===== src/hdl/soag_pkg.sv =====
// package: shared types and constants for the segment/offset address generator
package soag_pkg;

    localparam int ADDR_W = 16;
    localparam int SEG_SPAN_BYTES = 65536;
    localparam logic [15:0] OFFSET_RST = 16'h0000;
    localparam logic [15:0] OPERAND_RST = 16'h0000;
    localparam int DISP8_SIGN_BIT = 7;

    // segment register identities
    typedef enum logic [1:0] {
        SOAG_SEG_EXTRA = 2'b00,
        SOAG_SEG_CODE = 2'b01,
        SOAG_SEG_STACK = 2'b10,
        SOAG_SEG_DATA = 2'b11
    } soag_seg_t;

    // kind of reference asked for by the decoder
    typedef enum logic [2:0] {
        SOAG_REF_FETCH = 3'b000,
        SOAG_REF_STACK = 3'b001,
        SOAG_REF_DATA = 3'b010,
        SOAG_REF_STRDST = 3'b011,
        SOAG_REF_REGOP = 3'b100,
        SOAG_REF_IMMOP = 3'b101
    } soag_ref_t;

    // memory addressing modes
    typedef enum logic [2:0] {
        SOAG_AM_DIRECT = 3'b000,
        SOAG_AM_REGIND = 3'b001,
        SOAG_AM_BASED = 3'b010,
        SOAG_AM_INDEXED = 3'b011,
        SOAG_AM_BIDX = 3'b100,
        SOAG_AM_BIDX_DISP = 3'b101
    } soag_mode_t;

    // register selects: base word or base pointer, source or dest index
    typedef enum logic [1:0] {
        SOAG_RI_SRC_INDEX = 2'b00,
        SOAG_RI_DEST_INDEX = 2'b01,
        SOAG_RI_BASE_WORD = 2'b10,
        SOAG_RI_BASE_POINTER = 2'b11
    } soag_rind_t;

    typedef struct packed {
        logic valid;
        soag_ref_t kind;
        soag_mode_t mode;
        logic base_is_ptr;
        logic index_is_dest;
        soag_rind_t rind_sel;
        logic disp_is_16;
        logic [15:0] disp;
        logic ovr_valid;
        soag_seg_t ovr_seg;
        logic [15:0] fetch_offset;
        logic [15:0] imm_value;
        logic [15:0] gpr_value;
        logic gpr_is_8;
    } soag_req_t;

    typedef struct packed {
        logic [15:0] base_word_reg;
        logic [15:0] base_pointer_reg;
        logic [15:0] src_index_reg;
        logic [15:0] dest_index_reg;
    } soag_regs_t;

    typedef struct packed {
        logic valid;
        logic is_mem;
        soag_seg_t seg;
        logic [15:0] offset;
    } soag_addr_t;

    typedef struct packed {
        logic valid;
        logic [15:0] value;
    } soag_opnd_t;

endpackage


===== src/hdl/soag_addr_gen.sv =====
// module: segment selection and 16-bit offset generation for operand references
`timescale 1ns/1ns

module soag_addr_gen (
    // clock and reset
    input wire logic clk,
    input wire logic rstn,
    // decoder request and register file view
    input wire soag_pkg::soag_req_t req,
    input wire soag_pkg::soag_regs_t regs,
    // to translation stage
    output soag_pkg::soag_addr_t addr,
    // operand value for register and immediate references
    output soag_pkg::soag_opnd_t opnd
);

    soag_pkg::soag_addr_t addr_r;
    soag_pkg::soag_addr_t addr_nxt;
    soag_pkg::soag_opnd_t opnd_r;
    soag_pkg::soag_opnd_t opnd_nxt;
    logic [15:0] disp_ext;
    logic [15:0] base_val;
    logic [15:0] index_val;
    logic [15:0] rind_val;
    logic [15:0] ea;
    soag_pkg::soag_seg_t implicit_seg;
    logic base_used_ptr;

    always_comb begin
        // short displacement extended from its sign bit
        if (req.disp_is_16) begin
            disp_ext = req.disp;
        end else begin
            disp_ext = {{8{req.disp[soag_pkg::DISP8_SIGN_BIT]}}, req.disp[7:0]};
        end
        base_val = req.base_is_ptr ? regs.base_pointer_reg : regs.base_word_reg;
        index_val = req.index_is_dest ? regs.dest_index_reg : regs.src_index_reg;
        case (req.rind_sel)
            soag_pkg::SOAG_RI_SRC_INDEX: rind_val = regs.src_index_reg;
            soag_pkg::SOAG_RI_DEST_INDEX: rind_val = regs.dest_index_reg;
            soag_pkg::SOAG_RI_BASE_WORD: rind_val = regs.base_word_reg;
            default: rind_val = regs.base_pointer_reg;
        endcase
        // 16-bit sums wrap; no carry leaves the segment
        case (req.mode)
            soag_pkg::SOAG_AM_DIRECT: begin
                ea = disp_ext;
                base_used_ptr = 1'b0;
            end
            soag_pkg::SOAG_AM_REGIND: begin
                ea = rind_val;
                base_used_ptr = (req.rind_sel == soag_pkg::SOAG_RI_BASE_POINTER);
            end
            soag_pkg::SOAG_AM_BASED: begin
                ea = 16'(disp_ext + base_val);
                base_used_ptr = req.base_is_ptr;
            end
            soag_pkg::SOAG_AM_INDEXED: begin
                ea = 16'(disp_ext + index_val);
                base_used_ptr = 1'b0;
            end
            soag_pkg::SOAG_AM_BIDX: begin
                ea = 16'(base_val + index_val);
                base_used_ptr = req.base_is_ptr;
            end
            soag_pkg::SOAG_AM_BIDX_DISP: begin
                ea = 16'(base_val + index_val + disp_ext);
                base_used_ptr = req.base_is_ptr;
            end
            default: begin
                ea = soag_pkg::OFFSET_RST;
                base_used_ptr = 1'b0;
            end
        endcase
    end

    always_comb begin
        // implicit segment by reference kind
        case (req.kind)
            soag_pkg::SOAG_REF_STACK: implicit_seg = soag_pkg::SOAG_SEG_STACK;
            soag_pkg::SOAG_REF_STRDST: implicit_seg = soag_pkg::SOAG_SEG_EXTRA;
            soag_pkg::SOAG_REF_DATA: begin
                if (base_used_ptr) begin
                    implicit_seg = soag_pkg::SOAG_SEG_STACK;
                end else begin
                    implicit_seg = soag_pkg::SOAG_SEG_DATA;
                end
            end
            default: implicit_seg = soag_pkg::SOAG_SEG_CODE;
        endcase
    end

    always_comb begin
        addr_nxt = addr_r;
        opnd_nxt = opnd_r;
        addr_nxt.valid = 1'b0;
        opnd_nxt.valid = 1'b0;
        if (req.valid) begin
            case (req.kind)
                soag_pkg::SOAG_REF_FETCH: begin
                    // override ignored for prefetch
                    addr_nxt.valid = 1'b1;
                    addr_nxt.is_mem = 1'b1;
                    addr_nxt.seg = soag_pkg::SOAG_SEG_CODE;
                    addr_nxt.offset = req.fetch_offset;
                end
                soag_pkg::SOAG_REF_REGOP: begin
                    opnd_nxt.valid = 1'b1;
                    addr_nxt.is_mem = 1'b0;
                    if (req.gpr_is_8) begin
                        opnd_nxt.value = {8'h00, req.gpr_value[7:0]};
                    end else begin
                        opnd_nxt.value = req.gpr_value;
                    end
                end
                soag_pkg::SOAG_REF_IMMOP: begin
                    opnd_nxt.valid = 1'b1;
                    addr_nxt.is_mem = 1'b0;
                    opnd_nxt.value = req.imm_value;
                end
                default: begin
                    addr_nxt.valid = 1'b1;
                    addr_nxt.is_mem = 1'b1;
                    addr_nxt.offset = ea;
                    if (req.kind == soag_pkg::SOAG_REF_DATA && req.ovr_valid) begin
                        addr_nxt.seg = req.ovr_seg;
                    end else if (req.ovr_valid && req.kind == soag_pkg::SOAG_REF_STACK) begin
                        addr_nxt.seg = implicit_seg;
                    end else begin
                        addr_nxt.seg = implicit_seg;
                    end
                end
            endcase
        end
    end

    always_ff @(posedge clk or negedge rstn) begin
        if (!rstn) begin
            addr_r <= '{valid: 1'b0, is_mem: 1'b0, seg: soag_pkg::SOAG_SEG_CODE,
                        offset: soag_pkg::OFFSET_RST};
            opnd_r <= '{valid: 1'b0, value: soag_pkg::OPERAND_RST};
        end else begin
            addr_r <= addr_nxt;
            opnd_r <= opnd_nxt;
        end
    end

    assign addr = addr_r;
    assign opnd = opnd_r;

    AST_FETCH_CODE: assert property (@(posedge clk) disable iff (!rstn)
        (req.valid && req.kind == soag_pkg::SOAG_REF_FETCH) |=>
        (addr.valid && addr.seg == soag_pkg::SOAG_SEG_CODE &&
         addr.offset == $past(req.fetch_offset)))
        else $error("prefetch did not use code segment");

    AST_STACK_SEG: assert property (@(posedge clk) disable iff (!rstn)
        (req.valid && req.kind == soag_pkg::SOAG_REF_STACK) |=>
        (addr.seg == soag_pkg::SOAG_SEG_STACK))
        else $error("stack reference not in stack segment");

    AST_BP_STACK: assert property (@(posedge clk) disable iff (!rstn)
        (req.valid && req.kind == soag_pkg::SOAG_REF_DATA && !req.ovr_valid && req.base_is_ptr &&
         (req.mode == soag_pkg::SOAG_AM_BASED || req.mode == soag_pkg::SOAG_AM_BIDX)) |=>
        (addr.seg == soag_pkg::SOAG_SEG_STACK))
        else $error("base pointer reference not in stack segment");

    AST_DATA_SEG: assert property (@(posedge clk) disable iff (!rstn)
        (req.valid && req.kind == soag_pkg::SOAG_REF_DATA && !req.ovr_valid &&
         req.mode == soag_pkg::SOAG_AM_DIRECT) |=> (addr.seg == soag_pkg::SOAG_SEG_DATA))
        else $error("plain data reference not in data segment");

    AST_STRDST_SEG: assert property (@(posedge clk) disable iff (!rstn)
        (req.valid && req.kind == soag_pkg::SOAG_REF_STRDST) |=>
        (addr.seg == soag_pkg::SOAG_SEG_EXTRA))
        else $error("string destination not in extra segment");

    AST_OVERRIDE: assert property (@(posedge clk) disable iff (!rstn)
        (req.valid && req.kind == soag_pkg::SOAG_REF_DATA && req.ovr_valid) |=>
        (addr.seg == $past(req.ovr_seg)))
        else $error("override prefix not honoured");

    AST_REGOP_NOMEM: assert property (@(posedge clk) disable iff (!rstn)
        (req.valid && req.kind == soag_pkg::SOAG_REF_REGOP) |=> (!addr.valid && opnd.valid))
        else $error("register operand caused memory reference");

    AST_IMM_VALUE: assert property (@(posedge clk) disable iff (!rstn)
        (req.valid && req.kind == soag_pkg::SOAG_REF_IMMOP) |=>
        (opnd.valid && opnd.value == $past(req.imm_value)))
        else $error("immediate operand value wrong");

    AST_DIRECT_SEXT: assert property (@(posedge clk) disable iff (!rstn)
        (req.valid && req.kind == soag_pkg::SOAG_REF_DATA &&
         req.mode == soag_pkg::SOAG_AM_DIRECT && !req.disp_is_16) |=>
        (addr.offset == {{8{$past(req.disp[7])}}, $past(req.disp[7:0])}))
        else $error("short displacement not sign-extended");

    AST_BIDX_SUM: assert property (@(posedge clk) disable iff (!rstn)
        (req.valid && req.kind == soag_pkg::SOAG_REF_DATA && req.mode == soag_pkg::SOAG_AM_BIDX &&
         !req.base_is_ptr && !req.index_is_dest) |=>
        (addr.offset == 16'($past(regs.base_word_reg) + $past(regs.src_index_reg))))
        else $error("based indexed sum wrong");

    AST_DATA_IDX_SEG: assert property (@(posedge clk) disable iff (!rstn)
        (req.valid && req.kind == soag_pkg::SOAG_REF_DATA && !req.ovr_valid &&
         req.mode == soag_pkg::SOAG_AM_INDEXED) |=>
        (addr.seg == soag_pkg::SOAG_SEG_DATA))
        else $error("indexed data reference not in data segment");

    AST_REGIND_PTR: assert property (@(posedge clk) disable iff (!rstn)
        (req.valid && req.kind == soag_pkg::SOAG_REF_DATA && !req.ovr_valid &&
         req.mode == soag_pkg::SOAG_AM_REGIND &&
         req.rind_sel == soag_pkg::SOAG_RI_BASE_POINTER) |=>
        (addr.seg == soag_pkg::SOAG_SEG_STACK &&
         addr.offset == $past(regs.base_pointer_reg)))
        else $error("base pointer indirect reference wrong");

    AST_REGIND_SRC: assert property (@(posedge clk) disable iff (!rstn)
        (req.valid && req.kind == soag_pkg::SOAG_REF_DATA &&
         req.mode == soag_pkg::SOAG_AM_REGIND &&
         req.rind_sel == soag_pkg::SOAG_RI_SRC_INDEX) |=>
        (addr.offset == $past(regs.src_index_reg)))
        else $error("register indirect offset wrong");

    AST_DIRECT_WIDE: assert property (@(posedge clk) disable iff (!rstn)
        (req.valid && req.kind == soag_pkg::SOAG_REF_DATA &&
         req.mode == soag_pkg::SOAG_AM_DIRECT && req.disp_is_16) |=>
        (addr.offset == $past(req.disp)))
        else $error("direct offset differs from displacement");

    AST_BASED_SUM: assert property (@(posedge clk) disable iff (!rstn)
        (req.valid && req.kind == soag_pkg::SOAG_REF_DATA &&
         req.mode == soag_pkg::SOAG_AM_BASED && req.disp_is_16 && !req.base_is_ptr) |=>
        (addr.offset == 16'($past(req.disp) + $past(regs.base_word_reg))))
        else $error("based offset sum wrong");

    AST_INDEXED_SUM: assert property (@(posedge clk) disable iff (!rstn)
        (req.valid && req.kind == soag_pkg::SOAG_REF_DATA &&
         req.mode == soag_pkg::SOAG_AM_INDEXED && req.disp_is_16 && req.index_is_dest) |=>
        (addr.offset == 16'($past(req.disp) + $past(regs.dest_index_reg))))
        else $error("indexed offset sum wrong");

    AST_INDEXED_SHORT: assert property (@(posedge clk) disable iff (!rstn)
        (req.valid && req.kind == soag_pkg::SOAG_REF_DATA &&
         req.mode == soag_pkg::SOAG_AM_INDEXED && !req.disp_is_16 && !req.index_is_dest) |=>
        (addr.offset == 16'({{8{$past(req.disp[7])}}, $past(req.disp[7:0])} +
                            $past(regs.src_index_reg))))
        else $error("short displacement plus index wrong");

    AST_BIDX_DISP_SUM: assert property (@(posedge clk) disable iff (!rstn)
        (req.valid && req.kind == soag_pkg::SOAG_REF_DATA &&
         req.mode == soag_pkg::SOAG_AM_BIDX_DISP && req.disp_is_16 &&
         req.base_is_ptr && !req.index_is_dest) |=>
        (addr.offset == 16'($past(regs.base_pointer_reg) + $past(regs.src_index_reg) +
                            $past(req.disp))))
        else $error("based indexed displacement sum wrong");

    AST_OFFSET_WRAP: assert property (@(posedge clk) disable iff (!rstn)
        (req.valid && req.kind == soag_pkg::SOAG_REF_DATA &&
         req.mode == soag_pkg::SOAG_AM_BIDX_DISP && req.disp_is_16 &&
         !req.base_is_ptr && req.index_is_dest) |=>
        (addr.offset == 16'($past(regs.base_word_reg) + $past(regs.dest_index_reg) +
                            $past(req.disp))))
        else $error("offset sum did not wrap at 16 bits");

    AST_REF_PAIR: assert property (@(posedge clk) disable iff (!rstn)
        (req.valid && req.kind != soag_pkg::SOAG_REF_REGOP &&
         req.kind != soag_pkg::SOAG_REF_IMMOP) |=>
        (addr.valid && addr.is_mem && !opnd.valid))
        else $error("memory reference not presented");

    AST_IDLE_QUIET: assert property (@(posedge clk) disable iff (!rstn)
        !req.valid |=> (!addr.valid && !opnd.valid))
        else $error("answer without request");

    AST_IMM_NOMEM: assert property (@(posedge clk) disable iff (!rstn)
        (req.valid && req.kind == soag_pkg::SOAG_REF_IMMOP) |=>
        (!addr.valid && !addr.is_mem))
        else $error("immediate operand caused memory reference");

    AST_SEG_HOLD: assert property (@(posedge clk) disable iff (!rstn)
        (!req.valid || req.kind == soag_pkg::SOAG_REF_REGOP ||
         req.kind == soag_pkg::SOAG_REF_IMMOP) |=>
        ($stable(addr.seg) && $stable(addr.offset)))
        else $error("selector or offset changed without reference");

endmodule // soag_addr_gen


===== config.mk =====
export PLATFORM = sky130hd
export DESIGN_NAME = soag_addr_gen
export DESIGN_NICKNAME = d
export VERILOG_FILES = /design/src/hdl/soag_pkg.sv /design/src/hdl/soag_addr_gen.sv
export SDC_FILE = /design/constraint.sdc
export NUM_CORES = 1
export LEC_CHECK = 0
export ABC_AREA = 1
export BUFFER_PORTS_ARGS = -buffer_cell sky130_fd_sc_hd__buf_4
export CORE_AREA = 2 2 101 103
export DETAILED_ROUTE_END_ITERATION = 6
export DIE_AREA = 0 0 103 105
export PLACE_DENSITY = 0.81
export SETUP_SLACK_MARGIN = 0.1
export SYNTH_ARGS = -nofsm -noshare
export SYNTH_HDL_FRONTEND = slang
export SYNTH_SLANG_ARGS = --single-unit

===== constraint.sdc =====
create_clock -name clk -period 0.9 [get_ports clk]
set_input_delay 0.045 -clock clk [delete_from_list [all_inputs] [get_ports clk]]
set_output_delay 0.045 -clock clk [all_outputs]
set_load 0.01 [all_outputs]

==> reports/qor.yml, run 1 <==
synth:
  yosys_most_used_dff: "sky130_fd_sc_hd__dfrtp_1"
  instance_count_of_the_mapped_netlist: 749
  synth_seq_cells: 37
  yosysWarnings: 0
  synth_area_leaders: "sky130_fd_sc_hd__dfrtp_1 (19%), sky130_fd_sc_hd__nand2_1 (17%), sky130_fd_sc_hd__ha_1 (8.3%)"
  yosys.area.top_type: "sky130_fd_sc_hd__dfrtp_1"
  synth_top_area_frac: 0.187
  share_of_synthesized_flip_flops_with_an_asynchronous_set_or_reset: 1.00
  yosys.cell_types.count: 48
  synth_area_mm2: 0.00481
  yosysMostFrequentCell: "sky130_fd_sc_hd__nand2_1"
  synth_commonest_cells: "sky130_fd_sc_hd__nand2_1 (212), sky130_fd_sc_hd__inv_1 (77), sky130_fd_sc_hd__a21oi_1 (66), sky130_fd_sc_hd__nand3_1 (46), sky130_fd_sc_hd__o21ai_0 (42)"
  postSynthNetCount: 929
  synth-seq-area-share: 0.193
  count_of_flip_flops_with_a_built_in_enable_after_synthesis: 0
  postSynthAreaPerCell_um2: 6.43
status:
  toolErrorMsg: "[ERROR DPL-0038] Utilization greater than 100%, impossible to legalize"
  run_status: "aborted with a tool error"
  lastStage: "5_1_grt"
place:
  portBuffers: 182
  gpl.final_weighted_congestion: 0.974
  post-dp-hpwl_mm: 16.5
  dpl.cell_count: 1190
clocking:
  clock_path_buffers: 2
  clock_sinks: 37
  cts_root_buf: "sky130_fd_sc_hd__clkbuf_8"
  cts_htree_levels: 2
  numCtsBuffers: 5
floorplanning:
  die_span_x_um: 103
  initial_core_util: 0.499
  floorplan.die.height_um: 105
  num_rows: 36
  floorplan.io_pins: 183
sta:
  postGrtWorstEndpoint: "addr[13]$_DFFE_PN0P_/D"
  worst_endpoint_type: "register input"
global_route:
  grt_start_max_net_pins: 38
==> metrics by stage <==
stage	instance area (um2)	hold slack [ns]	worst slack, ns
floorplan	5160	-0.251	-2.51
global placement	7750	0.0216	-2.65
detailed placement	7750	0.0319	-2.74
CTS	8690	0.00257	-2.21
==> cells by family after synthesis <==
kind of cell / after synthesis / synth area share
xor+xnor: 14 / 0.0255
simple gates: 339 / 0.303
fa+ha+maj: 34 / 0.0915
flops: 37 / 0.193
mux: 11 / 0.0257
compound gates: 202 / 0.269
buf+inv: 112 / 0.0933
==> timing repair <==
item                                   4_1_cts
cloned                                       0
setup endpoints to repair                   57
pin swaps                                   33
hold buffers                                 3
gates resized for setup                    124
endpoints found under the hold margin       38
buffers inserted                            31
==> run 2, diff against run 1 <==
--- a/config.mk
+++ b/config.mk
@@ -7,11 +7,10 @@
 export LEC_CHECK = 0
 export ABC_AREA = 1
 export BUFFER_PORTS_ARGS = -buffer_cell sky130_fd_sc_hd__buf_4
-export CORE_AREA = 2 2 101 103
+export CORE_AREA = 2 2 113 115
 export DETAILED_ROUTE_END_ITERATION = 6
-export DIE_AREA = 0 0 103 105
-export PLACE_DENSITY = 0.81
-export SETUP_SLACK_MARGIN = 0.1
+export DIE_AREA = 0 0 115 117
+export PLACE_DENSITY_LB_ADDON = 0.15
 export SYNTH_ARGS = -nofsm -noshare
 export SYNTH_HDL_FRONTEND = slang
 export SYNTH_SLANG_ARGS = --single-unit
==> reports/qor.yml, run 2 <==
status:
  run_status: "finished, violations left"
  failed_checks: "negative setup slack"
critical_path:
  cp-end-kind: "flip-flop"
  worstPathBufferInverterCount: 5
  critical_path_required_ns: 1.06
  critical_path.max_fanout: 8
  worstPathArrival_ns: 3.37
  kind_of_critical_path: "in2reg"
  crit_family: "simple AND/OR/NAND/NOR gates"
  timing.critical_path.from_type: "input pin"
  timing.critical_path.slowest_cell_delay_ns: 0.35
  timing.critical_path.slowest_stage_cell: "sky130_fd_sc_hd__fa_2"
sta:
  finalSetupTns_ns: -30.09
  tightest_slew_ns: 0.476
  clk_skew_ns: 0
  holdWs_ns: 0.00795
  final.period_utilization: 3.57
  final_critical_path_setup_slack_ns: -2.32
  rsz0062_at_grt: "true"
  maxSlewViolCount: 0
  max_freq_ghz: 0.311
  max_slew_margin: 0.683
  min_period_ns: 3.22
  final-setup-viol-count: 17
  final_hold_fails: 0
clocking:
  cts_tree: "built"
  numCtsBuffers: 5  # unchanged
  clk-insertion-delay-late_ns: 0.28
  clock_path_buffers: 2  # unchanged
  cts_root_buf: "sky130_fd_sc_hd__clkbuf_16"
  clkTransAtPathRegs_ns: 0.06
  cts_htree_levels: 2  # unchanged
  clock_sinks: 37  # unchanged
power_and_ir_drop:
  net-switching-power_uw: 4090
  p_leak_uw: 0.00458
  cell_internal_pwr_uw: 7140
  ir_worst_vdd_mv: 0.779
  sw_frac_of_total: 0.364
  clock_power_share: 0.183
  power-per-cell-area_mw_per_mm2: 1230
  pwr-share-seq: 0.183
  combPwrFrac: 0.634
global_route:
  grt_pass1_vias: 6385
  grt_first_pass_wirelength_mm: 30.0
  grt_start_max_net_pins: 38
  overflow: 0
  antenna_found_initial: 0
  grt_util_all_layers: 0.279
synth:
  synth_seq_cells: 37  # unchanged
  synth_top_area_frac: 0.187  # unchanged
  instance_count_of_the_mapped_netlist: 749  # unchanged
  yosysMostFrequentCell: "sky130_fd_sc_hd__nand2_1"
  share_of_synthesized_flip_flops_with_an_asynchronous_set_or_reset: 1.00  # unchanged
  yosys.cell_types.count: 48  # unchanged
  yosys.area.top_type: "sky130_fd_sc_hd__dfrtp_1"
  synth_area_mm2: 0.00481  # unchanged
  synth_commonest_cells: "sky130_fd_sc_hd__nand2_1 (212), sky130_fd_sc_hd__inv_1 (77), sky130_fd_sc_hd__a21oi_1 (66), sky130_fd_sc_hd__nand3_1 (46), sky130_fd_sc_hd__o21ai_0 (42)"
  yosysWarnings: 0  # unchanged
  yosys_most_used_dff: "sky130_fd_sc_hd__dfrtp_1"
  postSynthAreaPerCell_um2: 6.43  # unchanged
  synth_area_leaders: "sky130_fd_sc_hd__dfrtp_1 (19%), sky130_fd_sc_hd__nand2_1 (17%), sky130_fd_sc_hd__ha_1 (8.3%)"
  count_of_flip_flops_with_a_built_in_enable_after_synthesis: 0  # unchanged
  synth-seq-area-share: 0.193  # unchanged
  postSynthNetCount: 929  # unchanged
route:
  drt_first_pass_iters: 5
  routed_wirelength_mm: 20.6
  drt-initial-drc-count: 434
  route.vias.total: 6761
  drc: 0
  vias_per_cell: 5.32
  wl_per_cell_um: 16.2
  drtAntennaViolNets: 0
floorplanning:
  core-area_mm2: 0.0123
  floorplan.die.height_um: 117  # +11%
  initial_core_util: 0.391  # -0.108
  num_rows: 41  # +14%
  floorplan.io_pins: 183  # unchanged
  die-area_mm2: 0.0135
  die_span_x_um: 115  # +12%
place:
  gpl.final_weighted_congestion: 0.922  # -5.3%
  portBuffers: 182  # unchanged
  placement.setup.worst_slack_ns: -2.67  # +0.0695 ns
  post-dp-hpwl_mm: 15.2  # -8.3%
finish:
  finalNetCount: 1300
  antenna_cells: 0
  finalCoreUtilization: 0.739
  mostFrequentLayoutCells: "sky130_fd_sc_hd__buf_4 (371), sky130_fd_sc_hd__nand2_1 (190), sky130_fd_sc_hd__inv_1 (69)"
  synthToLayoutAreaGrowth_pct: 88.9
  layout-drive-gt1-share: 0.518
  largest_reg_flops: 20
  final_common_cell: "sky130_fd_sc_hd__buf_4"
run:
  maxCapViolations: 0
worst_hold_path:
  min_path_type: "in2reg"
==> run 2: cell counts after synthesis <==
No cell type changed its count.
==> run 2: tightest hold or removal path, delay by kind of cell <==
kind,cells,cell delay (ns)
AOI/OAI and AO/OA,1,0.08
and+or+nand+nor,1,0.06
buffers and inverters,1,0.08
==> run 2: timing repair <==
item                                    in CTS  in global routing
pin swaps                                   51                 32
endpoints found under the setup margin      17                 20
resized for setup                           97                 60
cloned                                       1                  2
setup buffers                               19                 13
endpoints found under the hold margin       36                  0
hold buffers                                 1                  0
==> run 2: logic make-up (layout without fill, tap and decap cells) <==
group                      after synthesis  count (layout)  share of synthesized area
DFF                                     37              37                      0.193
adders and majority gates               34              34                     0.0915
and+or+nand+nor                        339             339                      0.303
xor gates and xnor gates                14              14                     0.0255
buffers and inverters                  112             484                     0.0933
muxes                                   11              11                     0.0257
AOI/OAI and AO/OA                      202             202                      0.269
==> run 2: worst paths after layout <==
check	slack [ns]	to	start	cells after the start
worst max-delay path	-2.32	addr[13]	req[72]	26
worst min-delay path	0.008	addr[2]	req[35]	3
worst max register to register	0.12	addr[16]	addr[16]	2
worst min register to register	0.48	addr[0]	addr[0]	2
max in group asynchronous	0.29	addr[16]	rstn	2
min in group asynchronous	0.26	opnd[3]	rstn	2
==> run 2: stage by stage <==
stage	total power, uW	cells	cell area [um2]
4_1_cts	10600	1256	8670
3_3_place_gp	7600	1228	7830
6_report	11200	1271	9090
2_1_floorplan	4820	749	5040
3_5_place_dp	7650	1228	7830
5_1_grt	11900	1271	9090
==> run 2: layer usage <==
metal  global-route usage  share of wire  up-vias
met5                    0              0        -
met4               0.0827          0.033        0
met3               0.0288          0.042       57
met2                0.511           0.51      234
met1                0.348           0.41     3164
li1                     -              -     3306
==> run 2: layout make-up <==
type / instances / area (um2)
clock buffers: 7 / 143
clock inverters: 1 / 30.0
fillers: 960 / 3220
inverters: 82 / 328
multi-input cells: 600 / 4300
flip-flops and latches: 37 / 927
well taps: 150 / 188
repair buffers: 394 / 3180
==> run 2: power by group through the flow <==
stage / logic (uW) / clock network [uW] / registers [uW]
after floorplan: 2630 / 0 / 2200
after global placement: 5520 / 0 / 2080
after detailed placement: 5560 / 0 / 2080
after CTS: 6450 / 2060 / 2060
after global routing: 7670 / 2150 / 2080
final: 7120 / 2050 / 2060
Note: power is estimated with default switching activity, not from simulation.
